**config.mk**
```make
export PLATFORM = sky130hd
export DESIGN_NAME = cgsmb_regs
export DESIGN_NICKNAME = d
export VERILOG_FILES = /design/src/cgsmb_strap_latch.v /design/src/cgsmb_block_read.v /design/src/cgsmb_regs.v
export VERILOG_INCLUDE_DIRS = /design/src /design/src/src
export SDC_FILE = /design/constraint.sdc
export NUM_CORES = 1
export LEC_CHECK = 0
export ABC_AREA = 1
export BUFFER_PORTS_ARGS = -buffer_cell sky130_fd_sc_hd__buf_2
export CORE_MARGIN = 2
export CORE_UTILIZATION = 45
export CTS_BUF_LIST = sky130_fd_sc_hd__clkbuf_4
export DETAILED_ROUTE_END_ITERATION = 12
export PLACE_DENSITY_LB_ADDON = 0.08
export SYNTH_ARGS = -nofsm -noshare
export SYNTH_HDL_FRONTEND = slang
export SYNTH_SLANG_ARGS = --single-unit
export TNS_END_PERCENT = 10
```
**constraint.sdc**
```tcl
create_clock -name mclk -period 1.7 [get_ports mclk]
set_input_delay 0.255 -clock mclk [delete_from_list [all_inputs] [get_ports mclk]]
set_output_delay 0.255 -clock mclk [all_outputs]
set_load 0.01 [all_outputs]
```
**src/cgsmb_map.vh**
```
// Register offsets, field positions, reset values and codes of the clock generator control bank
`ifndef CGSMB_MAP_VH
`define CGSMB_MAP_VH

// ==================================================
// Register indices
`define CGSMB_IDX_OUTPUT_ENABLE 8'h00
`define CGSMB_IDX_SPREAD_SWING 8'h01
`define CGSMB_IDX_PAIR_EDGE 8'h02
`define CGSMB_IDX_REF_CONTROL 8'h03
`define CGSMB_IDX_RSVD_FOUR 8'h04
`define CGSMB_IDX_REV_MAKER 8'h05
`define CGSMB_IDX_TYPE_IDENT 8'h06
`define CGSMB_IDX_READ_LENGTH 8'h07

// ==================================================
// Reset values of writable fields and of the latched strap readback
`define CGSMB_RST_OUTPUT_ENABLE 8'hff
`define CGSMB_RST_SW_OVERRIDE 1'h0
`define CGSMB_RST_SW_SELECT 2'h0
`define CGSMB_RST_AMPLITUDE 2'h2
`define CGSMB_RST_PAIR_EDGE 8'hff
`define CGSMB_RST_REF_EDGE 2'h1
`define CGSMB_RST_WAKE_ON_LAN 1'h0
`define CGSMB_RST_REF_ENABLE 1'h1
`define CGSMB_RST_READ_LENGTH 5'h08
`define CGSMB_RST_STRAP 2'h0

// ==================================================
// Reset values of pin stages, outputs and the block reader
`define CGSMB_RST_STRAP_SYNC 2'h0
`define CGSMB_RST_GATE_PINS 8'hff
`define CGSMB_RST_POWER_GOOD 1'h0
`define CGSMB_RST_PAIR_RUN 8'h00
`define CGSMB_RST_REF_RUN 1'h0
`define CGSMB_RST_READ_IDX 8'h00
`define CGSMB_RST_READ_DATA 8'h00
`define CGSMB_RST_READ_FLAG 1'h0
`define CGSMB_RST_READ_REMAIN 5'h00

// ==================================================
// Reserved bit read values
`define CGSMB_RSVD_SPREAD_BIT2 1'h1
`define CGSMB_RSVD_REF_LOW 4'hf
`define CGSMB_RSVD_BYTE_FOUR 8'h00
`define CGSMB_RSVD_LENGTH_TOP 3'h0
`define CGSMB_UNMAPPED_BYTE 8'h00

// ==================================================
// Field positions
`define CGSMB_SS_RB_HI 7
`define CGSMB_SS_RB_LO 6
`define CGSMB_SS_OVR_BIT 5
`define CGSMB_SS_SEL_HI 4
`define CGSMB_SS_SEL_LO 3
`define CGSMB_AMP_HI 1
`define CGSMB_AMP_LO 0
`define CGSMB_REF_EDGE_HI 7
`define CGSMB_REF_EDGE_LO 6
`define CGSMB_REF_WOL_BIT 5
`define CGSMB_REF_OE_BIT 4
`define CGSMB_LEN_HI 4
`define CGSMB_LEN_LO 0

// ==================================================
// Spread codes
`define CGSMB_SS_OFF 2'h0
`define CGSMB_SS_DOWN_QUARTER 2'h1
`define CGSMB_SS_RESERVED 2'h2
`define CGSMB_SS_DOWN_HALF 2'h3

`endif

```
**src/cgsmb_strap_latch.v**
```verilog
// Tri-level spread strap synchroniser and power-good latch
`timescale 1ns/1ps
`include "cgsmb_map.vh"

module cgsmb_strap_latch (
    input wire mclk,
    input wire rst_n,
    input wire strapAboveLow,
    input wire strapAboveMid,
    input wire pgRise,
    output reg [1:0] strapCode_ff
);

// ==================================================
// Synchroniser for the two comparator levels
reg [1:0] strapMeta_ff;
reg [1:0] strapSync_ff;

// Only the second stage is read by the latch
always @(posedge mclk) begin
    if (!rst_n) begin
        strapMeta_ff <= `CGSMB_RST_STRAP_SYNC;
        strapSync_ff <= `CGSMB_RST_STRAP_SYNC;
    end else begin
        strapMeta_ff <= {strapAboveMid, strapAboveLow};
        strapSync_ff <= strapMeta_ff;
    end
end

// ==================================================
// Capture on power-good rising; low 00, mid 01, high 11
always @(posedge mclk) begin
    if (!rst_n) begin
        strapCode_ff <= `CGSMB_RST_STRAP;
    end else if (pgRise) begin
        strapCode_ff <= {strapSync_ff[1], strapSync_ff[0]};
    end
end

endmodule

```
**src/cgsmb_block_read.v**
```verilog
// Block-read sequencer: byte count first, then consecutive register bytes
`timescale 1ns/1ps
`include "cgsmb_map.vh"

module cgsmb_block_read (
    input wire mclk,
    input wire rst_n,
    input wire rdStart,
    input wire [7:0] rdStartIdx,
    input wire rdAck,
    input wire rdStop,
    input wire [4:0] byteCount,
    input wire [7:0] regByte,
    output reg [7:0] rdIdx_ff,
    output reg [7:0] rdData_ff,
    output reg rdValid_ff,
    output reg rdLast_ff
);

reg [4:0] remain_ff;

// ==================================================
// Each host ack moves to the next byte; stop or a final ack ends it
always @(posedge mclk) begin
    if (!rst_n) begin
        rdIdx_ff <= `CGSMB_RST_READ_IDX;
        rdData_ff <= `CGSMB_RST_READ_DATA;
        rdValid_ff <= `CGSMB_RST_READ_FLAG;
        rdLast_ff <= `CGSMB_RST_READ_FLAG;
        remain_ff <= `CGSMB_RST_READ_REMAIN;
    end else if (rdStart) begin
        rdData_ff <= {`CGSMB_RSVD_LENGTH_TOP, byteCount};
        rdIdx_ff <= rdStartIdx;
        remain_ff <= byteCount;
        rdValid_ff <= 1'h1;
        rdLast_ff <= (byteCount == 5'h00);
    end else if (rdStop) begin
        rdValid_ff <= 1'h0;
        rdLast_ff <= 1'h0;
    end else if (rdAck && rdValid_ff) begin
        if (remain_ff == 5'h00) begin
            // Ack on the last byte is a host error; close the read anyway
            rdValid_ff <= 1'h0;
            rdLast_ff <= 1'h0;
        end else begin
            rdData_ff <= regByte;
            rdIdx_ff <= rdIdx_ff + 8'h01;
            remain_ff <= remain_ff - 5'h01;
            rdLast_ff <= (remain_ff == 5'h01);
        end
    end
end

endmodule

```
**src/cgsmb_regs.v**
```verilog
// Control and identification register bank of an eight-output clock generator
// Contract
// - A cleared output-enable bit overrides the pair's enable pin and holds that pair low/low.
// - The two spread readback bits show the latched strap: 00 low, 01 mid, 11 high.
// - The override bit resets to 0; at 0 the strap sets spread, at 1 the software bits do.
// - Software spread code 00 is off, 01 is -0.25 percent, 11 is -0.5 percent, 10 is not written.
// - The amplitude field picks 0.6, 0.7, 0.8 or 0.9 V swing for codes 00 to 11 and resets to 10.
// - Edge-speed bit n picks slow (0) or fast (1) for pair n and resets to 1.
// - Reference edge field decodes slowest to faster, resets to 01; its enable bit resets to 1.
// - Wake-on-LAN at 1 keeps the reference running in power-down, at 0 stops it; resets to 0.
// - Offset five is read-only with a fixed revision nibble above a fixed maker nibble.
// - Offset six is read-only with a fixed two-bit type code above a six-bit identity code.
// - The five-bit count field sets block-read length, resets to 8, and its top three bits are reserved.
// - A block read returns the count first, then consecutive bytes from the start index.
// - The output-enable byte holds one enable per pair, each resetting to 1, 0 giving low/low.
`timescale 1ns/1ps
`include "cgsmb_map.vh"

module cgsmb_regs #(
    // Identification values below are arbitrary
    parameter [3:0] REVISION_CODE = 4'h3,
    parameter [3:0] MAKER_CODE = 4'ha,
    parameter [1:0] PART_TYPE_CODE = 2'h2,
    parameter [5:0] PART_IDENT_CODE = 6'h15
) (
    input wire mclk,
    input wire rst_n,
    input wire wrEn,
    input wire [7:0] wrIdx,
    input wire [7:0] wrData,
    input wire rdStart,
    input wire [7:0] rdStartIdx,
    input wire rdAck,
    input wire rdStop,
    output wire [7:0] rdData,
    output wire rdValid,
    output wire rdLast,
    input wire [7:0] pairGatePin_n,
    input wire powerGoodPin,
    input wire strapAboveLow,
    input wire strapAboveMid,
    output reg [7:0] pairOutputRun_ff,
    output reg [7:0] pairEdgeFast_ff,
    output reg [1:0] amplitudeSel_ff,
    output reg [1:0] spreadSel_ff,
    output reg [1:0] refEdgeSel_ff,
    output reg refOutputRun_ff
);

// ==================================================
// Writable fields
reg [7:0] pairOutputGate_ff;
reg spreadSoftwareOverride_ff;
reg [1:0] spreadSoftwareSelect_ff;
reg [1:0] amplitude_ff;
reg [7:0] pairEdgeSpeed_ff;
reg [1:0] refEdge_ff;
reg refWakeOnLan_ff;
reg refEnable_ff;
reg [4:0] readbackLength_ff;

// ==================================================
// Pin synchronisers and power-good edge
reg [7:0] gateMeta_ff;
reg [7:0] gateSync_ff;
reg pgMeta_ff;
reg pgSync_ff;
reg pgPrev_ff;
wire pgRise;
wire [1:0] spreadStrapReadback;
wire [7:0] rdIdx;
wire [7:0] regByte;

// ==================================================
// Spread source picked from strap or software
reg [1:0] spreadSource;

// ==================================================
// Read mux, shared by the block reader and kept as one function
function [7:0] readByte;
    input [7:0] idx;
    input [7:0] oeByte;
    input [1:0] strapRb;
    input ovr;
    input [1:0] swSel;
    input [1:0] amp;
    input [7:0] edgeByte;
    input [1:0] refEdge;
    input wol;
    input refEn;
    input [4:0] len;
    begin
        case (idx)
            `CGSMB_IDX_OUTPUT_ENABLE: begin
                readByte = oeByte;
            end
            `CGSMB_IDX_SPREAD_SWING: begin
                readByte = {strapRb, ovr, swSel, `CGSMB_RSVD_SPREAD_BIT2, amp};
            end
            `CGSMB_IDX_PAIR_EDGE: begin
                readByte = edgeByte;
            end
            `CGSMB_IDX_REF_CONTROL: begin
                readByte = {refEdge, wol, refEn, `CGSMB_RSVD_REF_LOW};
            end
            `CGSMB_IDX_RSVD_FOUR: begin
                readByte = `CGSMB_RSVD_BYTE_FOUR;
            end
            `CGSMB_IDX_REV_MAKER: begin
                readByte = {REVISION_CODE, MAKER_CODE};
            end
            `CGSMB_IDX_TYPE_IDENT: begin
                readByte = {PART_TYPE_CODE, PART_IDENT_CODE};
            end
            `CGSMB_IDX_READ_LENGTH: begin
                readByte = {`CGSMB_RSVD_LENGTH_TOP, len};
            end
            default: begin
                readByte = `CGSMB_UNMAPPED_BYTE;
            end
        endcase
    end
endfunction

// ==================================================
// Spread decode: reserved code 10 is treated as off so the PLL never sees it
function [1:0] spreadDecode;
    input [1:0] code;
    begin
        case (code)
            `CGSMB_SS_OFF: begin
                spreadDecode = `CGSMB_SS_OFF;
            end
            `CGSMB_SS_DOWN_QUARTER: begin
                spreadDecode = `CGSMB_SS_DOWN_QUARTER;
            end
            `CGSMB_SS_DOWN_HALF: begin
                spreadDecode = `CGSMB_SS_DOWN_HALF;
            end
            default: begin
                spreadDecode = `CGSMB_SS_OFF;
            end
        endcase
    end
endfunction

// ==================================================
// Pins from outside the clock domain pass two flops first
always @(posedge mclk) begin
    if (!rst_n) begin
        gateMeta_ff <= `CGSMB_RST_GATE_PINS;
        gateSync_ff <= `CGSMB_RST_GATE_PINS;
    end else begin
        gateMeta_ff <= pairGatePin_n;
        gateSync_ff <= gateMeta_ff;
    end
end

// ==================================================
// Power good gets the same two flops, plus one more to find its rise
always @(posedge mclk) begin
    if (!rst_n) begin
        pgMeta_ff <= `CGSMB_RST_POWER_GOOD;
        pgSync_ff <= `CGSMB_RST_POWER_GOOD;
        pgPrev_ff <= `CGSMB_RST_POWER_GOOD;
    end else begin
        pgMeta_ff <= powerGoodPin;
        pgSync_ff <= pgMeta_ff;
        pgPrev_ff <= pgSync_ff;
    end
end

assign pgRise = pgSync_ff & ~pgPrev_ff;

// ==================================================
// Strap latch on each power-good rise
cgsmb_strap_latch strapLatch (
    .mclk(mclk),
    .rst_n(rst_n),
    .strapAboveLow(strapAboveLow),
    .strapAboveMid(strapAboveMid),
    .pgRise(pgRise),
    .strapCode_ff(spreadStrapReadback)
);

// ==================================================
// Register writes; only writable bit positions are taken
always @(posedge mclk) begin
    if (!rst_n) begin
        pairOutputGate_ff <= `CGSMB_RST_OUTPUT_ENABLE;
        spreadSoftwareOverride_ff <= `CGSMB_RST_SW_OVERRIDE;
        spreadSoftwareSelect_ff <= `CGSMB_RST_SW_SELECT;
        amplitude_ff <= `CGSMB_RST_AMPLITUDE;
        pairEdgeSpeed_ff <= `CGSMB_RST_PAIR_EDGE;
        refEdge_ff <= `CGSMB_RST_REF_EDGE;
        refWakeOnLan_ff <= `CGSMB_RST_WAKE_ON_LAN;
        refEnable_ff <= `CGSMB_RST_REF_ENABLE;
        readbackLength_ff <= `CGSMB_RST_READ_LENGTH;
    end else if (wrEn) begin
        case (wrIdx)
            `CGSMB_IDX_OUTPUT_ENABLE: begin
                pairOutputGate_ff <= wrData;
            end
            `CGSMB_IDX_SPREAD_SWING: begin
                // Readback bits and bit 2 are dropped
                spreadSoftwareOverride_ff <= wrData[`CGSMB_SS_OVR_BIT];
                spreadSoftwareSelect_ff <= wrData[`CGSMB_SS_SEL_HI:`CGSMB_SS_SEL_LO];
                amplitude_ff <= wrData[`CGSMB_AMP_HI:`CGSMB_AMP_LO];
            end
            `CGSMB_IDX_PAIR_EDGE: begin
                pairEdgeSpeed_ff <= wrData;
            end
            `CGSMB_IDX_REF_CONTROL: begin
                refEdge_ff <= wrData[`CGSMB_REF_EDGE_HI:`CGSMB_REF_EDGE_LO];
                refWakeOnLan_ff <= wrData[`CGSMB_REF_WOL_BIT];
                refEnable_ff <= wrData[`CGSMB_REF_OE_BIT];
            end
            `CGSMB_IDX_READ_LENGTH: begin
                readbackLength_ff <= wrData[`CGSMB_LEN_HI:`CGSMB_LEN_LO];
            end
            default: begin
                // Read-only, reserved and unmapped bytes ignore writes
                pairOutputGate_ff <= pairOutputGate_ff;
            end
        endcase
    end
end

// ==================================================
// Spread source: software bits only count while the override is set
always @* begin
    if (spreadSoftwareOverride_ff) begin
        spreadSource = spreadSoftwareSelect_ff;
    end else begin
        spreadSource = spreadStrapReadback;
    end
end

// ==================================================
// Pair controls, registered so the analog side sees no glitch
always @(posedge mclk) begin
    if (!rst_n) begin
        pairOutputRun_ff <= `CGSMB_RST_PAIR_RUN;
        pairEdgeFast_ff <= `CGSMB_RST_PAIR_EDGE;
        amplitudeSel_ff <= `CGSMB_RST_AMPLITUDE;
    end else begin
        // A pair runs only with power good, its pin low and its enable bit set
        pairOutputRun_ff <= {8{pgSync_ff}} & ~gateSync_ff & pairOutputGate_ff;
        pairEdgeFast_ff <= pairEdgeSpeed_ff;
        amplitudeSel_ff <= amplitude_ff;
    end
end

// ==================================================
// Spread setting; the decode keeps the reserved code away from the PLL
always @(posedge mclk) begin
    if (!rst_n) begin
        spreadSel_ff <= `CGSMB_SS_OFF;
    end else begin
        spreadSel_ff <= spreadDecode(spreadSource);
    end
end

// ==================================================
// Reference controls; in power-down only wake-on-LAN keeps it alive
always @(posedge mclk) begin
    if (!rst_n) begin
        refEdgeSel_ff <= `CGSMB_RST_REF_EDGE;
        refOutputRun_ff <= `CGSMB_RST_REF_RUN;
    end else begin
        refEdgeSel_ff <= refEdge_ff;
        refOutputRun_ff <= refEnable_ff & (pgSync_ff | refWakeOnLan_ff);
    end
end

// ==================================================
// Block-read data path
assign regByte = readByte(rdIdx, pairOutputGate_ff, spreadStrapReadback, spreadSoftwareOverride_ff,
    spreadSoftwareSelect_ff, amplitude_ff, pairEdgeSpeed_ff, refEdge_ff, refWakeOnLan_ff,
    refEnable_ff, readbackLength_ff);

cgsmb_block_read blockRead (
    .mclk(mclk),
    .rst_n(rst_n),
    .rdStart(rdStart),
    .rdStartIdx(rdStartIdx),
    .rdAck(rdAck),
    .rdStop(rdStop),
    .byteCount(readbackLength_ff),
    .regByte(regByte),
    .rdIdx_ff(rdIdx),
    .rdData_ff(rdData),
    .rdValid_ff(rdValid),
    .rdLast_ff(rdLast)
);

endmodule

```
Yosys cells after proc, flatten, opt, wreduce, memory -nomap -nowiden
Cells that the tools add are included.
{ "op_classes": {"addsub": 2, "n_eq_ne": 15, "n_mux": 23, "bitwise_logic": 10, "reduce_logical": 17} }
{ "ops": {"columns": ["operator", "n"], "rows": [
  ["8-bit one-hot mux with 7 select lines", 1],
  ["5-bit two-way mux", 8],
  ["8-bit by 2-bit == test with 1-bit output (second input constant)", 4],
  ["8-bit by 3-bit == test with 1-bit output (second input constant)", 4],
  ["8-bit two-way mux", 4],
  ["8-bit AND", 2],
  ["8-bit by 1-bit == test with 1-bit output (second input constant)", 2],
  ["8-bit zero test", 2],
  ["2-bit AND reduction", 6],
  ["5-bit zero test", 2],
  ["8-bit by 1-bit adder with 8-bit output (second input constant)", 1],
  ["1-bit two-way mux", 8],
  ["8-bit NOT", 1],
  ["3-bit AND reduction", 2],
  ["3-bit nonzero test", 2],
  ["5-bit by 1-bit == test with 1-bit output (second input constant)", 1],
  ["5-bit by 1-bit subtractor with 5-bit output (second input constant)", 1],
  ["2-bit inequality test (second input constant)", 2],
  ["1-bit NOT", 4],
  ["2-bit one-hot mux with 2 select lines", 1],
  ["1-bit AND", 2],
  ["2-bit by 1-bit == test with 1-bit output (second input constant)", 1],
  ["2-bit == test (second input constant)", 1],
  ["2-bit two-way mux", 1],
  ["4 further kinds", 4]
]} }
{ "word_totals": {"regBits": 101, "inputBits": 41, "out_inout_bits": 33, "word_cells": 96} }

Longest topological paths before layout
{ "logic_depth": {"depth_word": 6, "depth_mapped": 11, "depth_no_buf": 10} }

Hierarchy
A second synthesis with hierarchy kept.
{ "hier_totals": {"cells_unflattened": 600, "hier_area_um2": 4334.2} }
{ "modules_own_cells": {"columns": ["mod", "instances", "cells_per_inst", "area_per_inst_um2"], "rows": [
  ["cgsmb_regs", 1, 382, 2850.2],
  ["cgsmb_block_read", 1, 194, 1296.2],
  ["cgsmb_strap_latch", 1, 24, 187.7]
]} }

Worst setup path before layout
Ideal clock, no wire load.
{ "synth_path": {"kind": "reg-to-reg", "from": "reg blockRead.remain_ff[0]", "to": "reg blockRead.rdData_ff[4]", "setup_time_ns": 0.131, "arrival_time_ns": 1.235, "required_time_ns": 1.569, "path_slack_ns": 0.334, "stages_incl_launch_ff": 12, "path_buffers": 1, "period_less_slack_ns": 1.366, "path_cell_list": "dfxtp_1 inv_1 ha_1 nand3_2 nand2_4 nand2_2 inv_2 buf_6 nand2_1 nand2_1 inv_2 a21oi_2"} }
{ "synth_via": {"elab_chain_cells": 3} }
{ "synth_rtl": {"columns": ["element", "line", "text"], "rows": [
  ["start: declaration", "cgsmb_block_read.v:20", "reg [4:0] remain_ff;"],
  ["start signal: assignment", "cgsmb_block_read.v:30", "remain_ff <= `CGSMB_RST_READ_REMAIN;"],
  ["start signal: assignment", "cgsmb_block_read.v:34", "remain_ff <= byteCount;"],
  ["start signal: assignment", "cgsmb_block_read.v:48", "remain_ff <= remain_ff - 5'h01;"],
  ["5-bit zero test", "cgsmb_block_read.v:41", "if (remain_ff == 5'h00) begin"],
  ["2-bit inequality test (no line)", null, null],
  ["3-bit AND reduction (no line)", null, null],
  ["end signal: assignment", "cgsmb_block_read.v:27", "rdData_ff <= `CGSMB_RST_READ_DATA;"],
  ["end signal: assignment", "cgsmb_block_read.v:32", "rdData_ff <= {`CGSMB_RSVD_LENGTH_TOP, byteCount};"],
  ["end signal: assignment", "cgsmb_block_read.v:46", "rdData_ff <= regByte;"],
  ["end: declaration", "cgsmb_block_read.v:15", "output reg [7:0] rdData_ff,"]
]} }
Every way passes these cells.
A chain may end at the register's enable or synchronous reset.

Final worst setup path
{ "layout_path": {"from": "reg blockRead.remain_ff[0]", "to": "reg blockRead.rdIdx_ff[1]"} }
{ "layout_via": {"elab_chain_cells": 3} }
{ "layout_rtl": {"columns": ["element", "line", "text"], "rows": [
  ["5-bit zero test", "cgsmb_block_read.v:41", null],
  ["2-bit inequality test (no line)", null, null],
  ["3-bit AND reduction (no line)", null, null],
  ["end signal: assignment", "cgsmb_block_read.v:26", "rdIdx_ff <= `CGSMB_RST_READ_IDX;"],
  ["end signal: assignment", "cgsmb_block_read.v:33", "rdIdx_ff <= rdStartIdx;"],
  ["end signal: assignment", "cgsmb_block_read.v:47", "rdIdx_ff <= rdIdx_ff + 8'h01;"],
  ["end: declaration", "cgsmb_block_read.v:14", "output reg [7:0] rdIdx_ff,"]
]} }
Every way passes these cells.

==> results.json <==
{
  "outcome": "completed",
  "synth_compound_area_share_pct": 12.1,
  "ys_types": 34,
  "synth_simple_gate_area_share_pct": 26.7,
  "grtUsageTotal_pct": 20.7,
  "final-hold-violation-count": 0,
  "clk_latency_ps": 450,
  "antenna_left": 0,
  "place_congestion": 1.01,
  "grt_pass1_wl_um": 16100,
  "yosysSeqAreaShare_pct": 49.8,
  "tns_ps": 0,
  "power_density_nw_per_um2": 870,
  "netlist_area_sq_um": 4060,
  "synth_top_family_by_area": "simple AND/OR/NAND/NOR gates",
  "hold_class": "input pin to flip-flop",
  "start_util_pct": 46.6,
  "rsz0062_at_grt": "false",
  "io_pins": 74,
  "finalCritPeriodShare_pct": 90.9,
  "portBuffers": 73,
  "slowest_stage": "dfxtp_1",
  "cts_max_level": 3,
  "setup_viol": 0,
  "ys_seq_elements": 101,
  "post-route-drc-count": 0,
  "slew_violations": 0,
  "syn_avg_cell_area_sq_um": 7.86,
  "synth_area_leaders": "dfxtp_1 50%, nand2_1 13%, inv_1 5.3%, a21oi_1 3.4%, o211ai_1 3.3%",
  "layout.cells.non_filler": 718,
  "synth-xor-area-share_pct": 1.51,
  "vias": 3507,
  "yosysWarningCount": 0,
  "crit_path_cell_trace": "inv_1 > ha_1 > nand3_2 > nand2_4 > nand2_4 > buf_4 > o21ai_0 > a31oi_1",
  "grt_start_max_net_pins": 38,
  "r2r_start": "blockRead.remain_ff[0]",
  "antenna_found_initial": 0,
  "critical_path_arrival_ps": 1930,
  "critical_path_class": "flip-flop to flip-flop",
  "min_from": "rdStartIdx[6]",
  "critPathRequiredTime_ps": 2080,
  "critical-path-top-delay-family": "flip-flops",
  "clockPowerShare_pct": 31.3,
  "reg2reg_slack_ps": 150,
  "drt-initial-drc-count": 164,
  "holdWs_ps": 61.6,
  "power_uw": 4210,
  "synthAdderAreaFrac_pct": 1.85,
  "max-vdd-ir-drop_mv": 0.406,
  "slew_headroom_pct": 78.2,
  "worst_pin_slew_ps": 326,
  "fin_skew_ps": 15.8,
  "critical_path_buf_inv_count": 2,
  "fin_crit_ps": 1550,
  "fmax_mhz": 647,
  "power_leakage_uw": 0.00234,
  "final_area_sq_um": 4840,
  "finalNetCount": 652,
  "die_height_um": 99.0,
  "areaGrowthSynthToFinish_pct": 19.1,
  "combinationalPowerShare_pct": 10.2,
  "synth_top_area_share_pct": 49.8,
  "synth_nets": 564,
  "wl_um": 9700,
  "clkSinkCount": 101,
  "die_area_sq_um": 9810,
  "drive_gt1_share_pct": 23.8,
  "sw_frac_of_total_pct": 27.0,
  "cap_viol_max_count": 0,
  "power.switching_uw": 1140,
  "dp_hpwl_um": 7200,
  "hold_path_end": "blockRead.rdIdx_ff[6]",
  "clock-root-buffer": "clkbuf_4",
  "synthMuxAreaShare_pct": 0,
  "place_area_sq_um": 4550,
  "grt_overflow": 0,
  "post_cts_buffers": 0,
  "min_path_cells": 3,
  "crit_fanout": 7,
  "wl_per_cell_um": 13.5,
  "path_clk_slew_ps": 160,
  "synth_cells": 517,
  "ff2ff_path_depth": 8,
  "cts_buffer_depth": 2,
  "num_rows": 34,
  "dp_cells": 691,
  "via_per_inst": 4.88,
  "core_sq_um": 8720,
  "cts_tree": "built",
  "cp-end-kind": "flip-flop",
  "synth.largest_area_cell": "dfxtp_1",
  "p_int_uw": 3070,
  "grt_pass1_vias": 3345,
  "worstSetupStartpointType": "flip-flop",
  "max_stage_delay_ps": 410,
  "pwr-share-seq_pct": 58.5,
  "drtPass1Iterations": 4,
  "diodes": 0,
  "die_x_um": 99.0,
  "cpMostUsedCell": "nand2_4",
  "cts_made_buffers": 9,
  "r2r_end": "blockRead.rdIdx_ff[1]"
}
==> power by group through the flow <==
stage          clock network, uW  registers [uW]  logic [uW]
6_report                    1320            2460         427
2_1_floorplan                  0            2510         271
4_1_cts                     1360            2460         423
3_5_place_dp                   0            2510         401
3_3_place_gp                   0            2510         399
5_1_grt                     1440            2470         487
==> worst reg2reg max path: stages (launching register included) <==
cell     delay [ps]
dfxtp_1         410
inv_1            70
ha_1            240
nand3_2         110
nand2_4         100
nand2_4         160
buf_4           160
o21ai_0          70
a31oi_1         150
==> synthesized netlist by cell type, drive strengths merged <==
| cell type | number |
|---|---|
| clkinv | 1 |
| nor3b | 1 |
| ha | 6 |
| a22oi | 1 |
| a21oi | 29 |
| or2 | 21 |
| nand4 | 8 |
| a21boi | 1 |
| nor3 | 9 |
| xor2 | 7 |
| a211oi | 1 |
| o21ai | 26 |
| clkbuf | 7 |
| a31oi | 9 |
| inv | 60 |
| nor2 | 43 |
| nor4 | 1 |
| buf | 10 |
| nand2 | 141 |
| nand3 | 16 |
| o211ai | 18 |
| dfxtp | 101 |
==> placed cells by master, fill, tap and decap left out, drive strengths merged <==
master,netlist,routed
a211oi,1,1
a21boi,1,1
a21oi,29,29
a22oi,1,1
a31oi,9,9
buf,10,83
bufinv,0,1
clkbuf,7,9
clkinv,1,2
clkinvlp,0,2
dfxtp,101,101
dlygate4sd3,0,11
ha,6,6
inv,60,63
nand2,141,141
nand3,16,16
nand4,8,8
nor2,43,43
nor3,9,9
nor3b,1,1
nor4,1,1
o211ai,18,18
o21ai,26,26
or2,21,21
xor2,7,7
==> timing repair <==
item                       in CTS  in global routing
hold buffers                   11                  0
setup endpoints to repair       0                 15
hold endpoints to repair       11                  0
resized for setup               0                  9
==> metal layers <==
metal  up-vias  track usage [%]  wire length, um
li1       1832                -                -
met1      1581             27.7             4570
met2        85             33.2             4470
met3         9             6.03              549
met4         0             5.06              108
met5         -                0                0
==> sequential cells by signal, summed over array words and instances, names as in the netlist, 2 cells and up <==
signal and count:
strapLatch.strapMeta_ff 2, pairEdgeFast_ff 8, strapLatch.strapCode_ff 2, gateSync_ff 8
readbackLength_ff 5, amplitude_ff 2, amplitudeSel_ff 2, blockRead.remain_ff 5
refEdgeSel_ff 2, blockRead.rdIdx_ff 8, pairEdgeSpeed_ff 8, refEdge_ff 2
strapLatch.strapSync_ff 2, spreadSel_ff 2, blockRead.rdData_ff 8, pairOutputRun_ff 8
spreadSoftwareSelect_ff 2, gateMeta_ff 8, pairOutputGate_ff 8
==> worst max path at each step <==
stage	start	endpoint	slack (ps)	depth (start not counted)
finish	blockRead.remain_ff[0]	blockRead.rdIdx_ff[1]	150	8
global route	blockRead.remain_ff[0]	blockRead.rdData_ff[3]	4	10
CTS	blockRead.remain_ff[0]	blockRead.rdData_ff[4]	20	10
detailed placement	blockRead.remain_ff[0]	blockRead.rdData_ff[2]	90	10
global placement	blockRead.rdIdx_ff[6]	blockRead.rdData_ff[5]	100	8
floorplan	blockRead.remain_ff[0]	blockRead.rdData_ff[4]	330	11
==> through the flow <==
| step | worst slack (ps) | utilization [%] |
|---|---|---|
| finish | 154 | 55.5 |
| global route | 4.45 | 55.5 |
| floorplan | 334 | - |
| global placement | 103 | 52.2 |
| CTS | 20.3 | 55.2 |
| detailed placement | 88.9 | 52.2 |
==> logic make-up (layout without fill, tap and decap cells) <==
kind of cell             Yosys count  in the layout
flip-flops                       101            101
AO/OA/AOI/OAI                     85             85
adder cells (fa/ha/maj)            6              6
AND/OR/NAND/NOR                  240            240
buffers and inverters             78            171
XOR/XNOR                           7              7
==> cell type report <==
class	count	area [sq um]
multi-input cells	338	1730
flip-flops and latches	101	2020
repair buffers	94	563
inverters	61	234
fillers	853	3880
clock buffers	9	67.6
clock inverters	7	81.3
well taps	108	135
No activity file was read; power rests on OpenSTA's default activity.
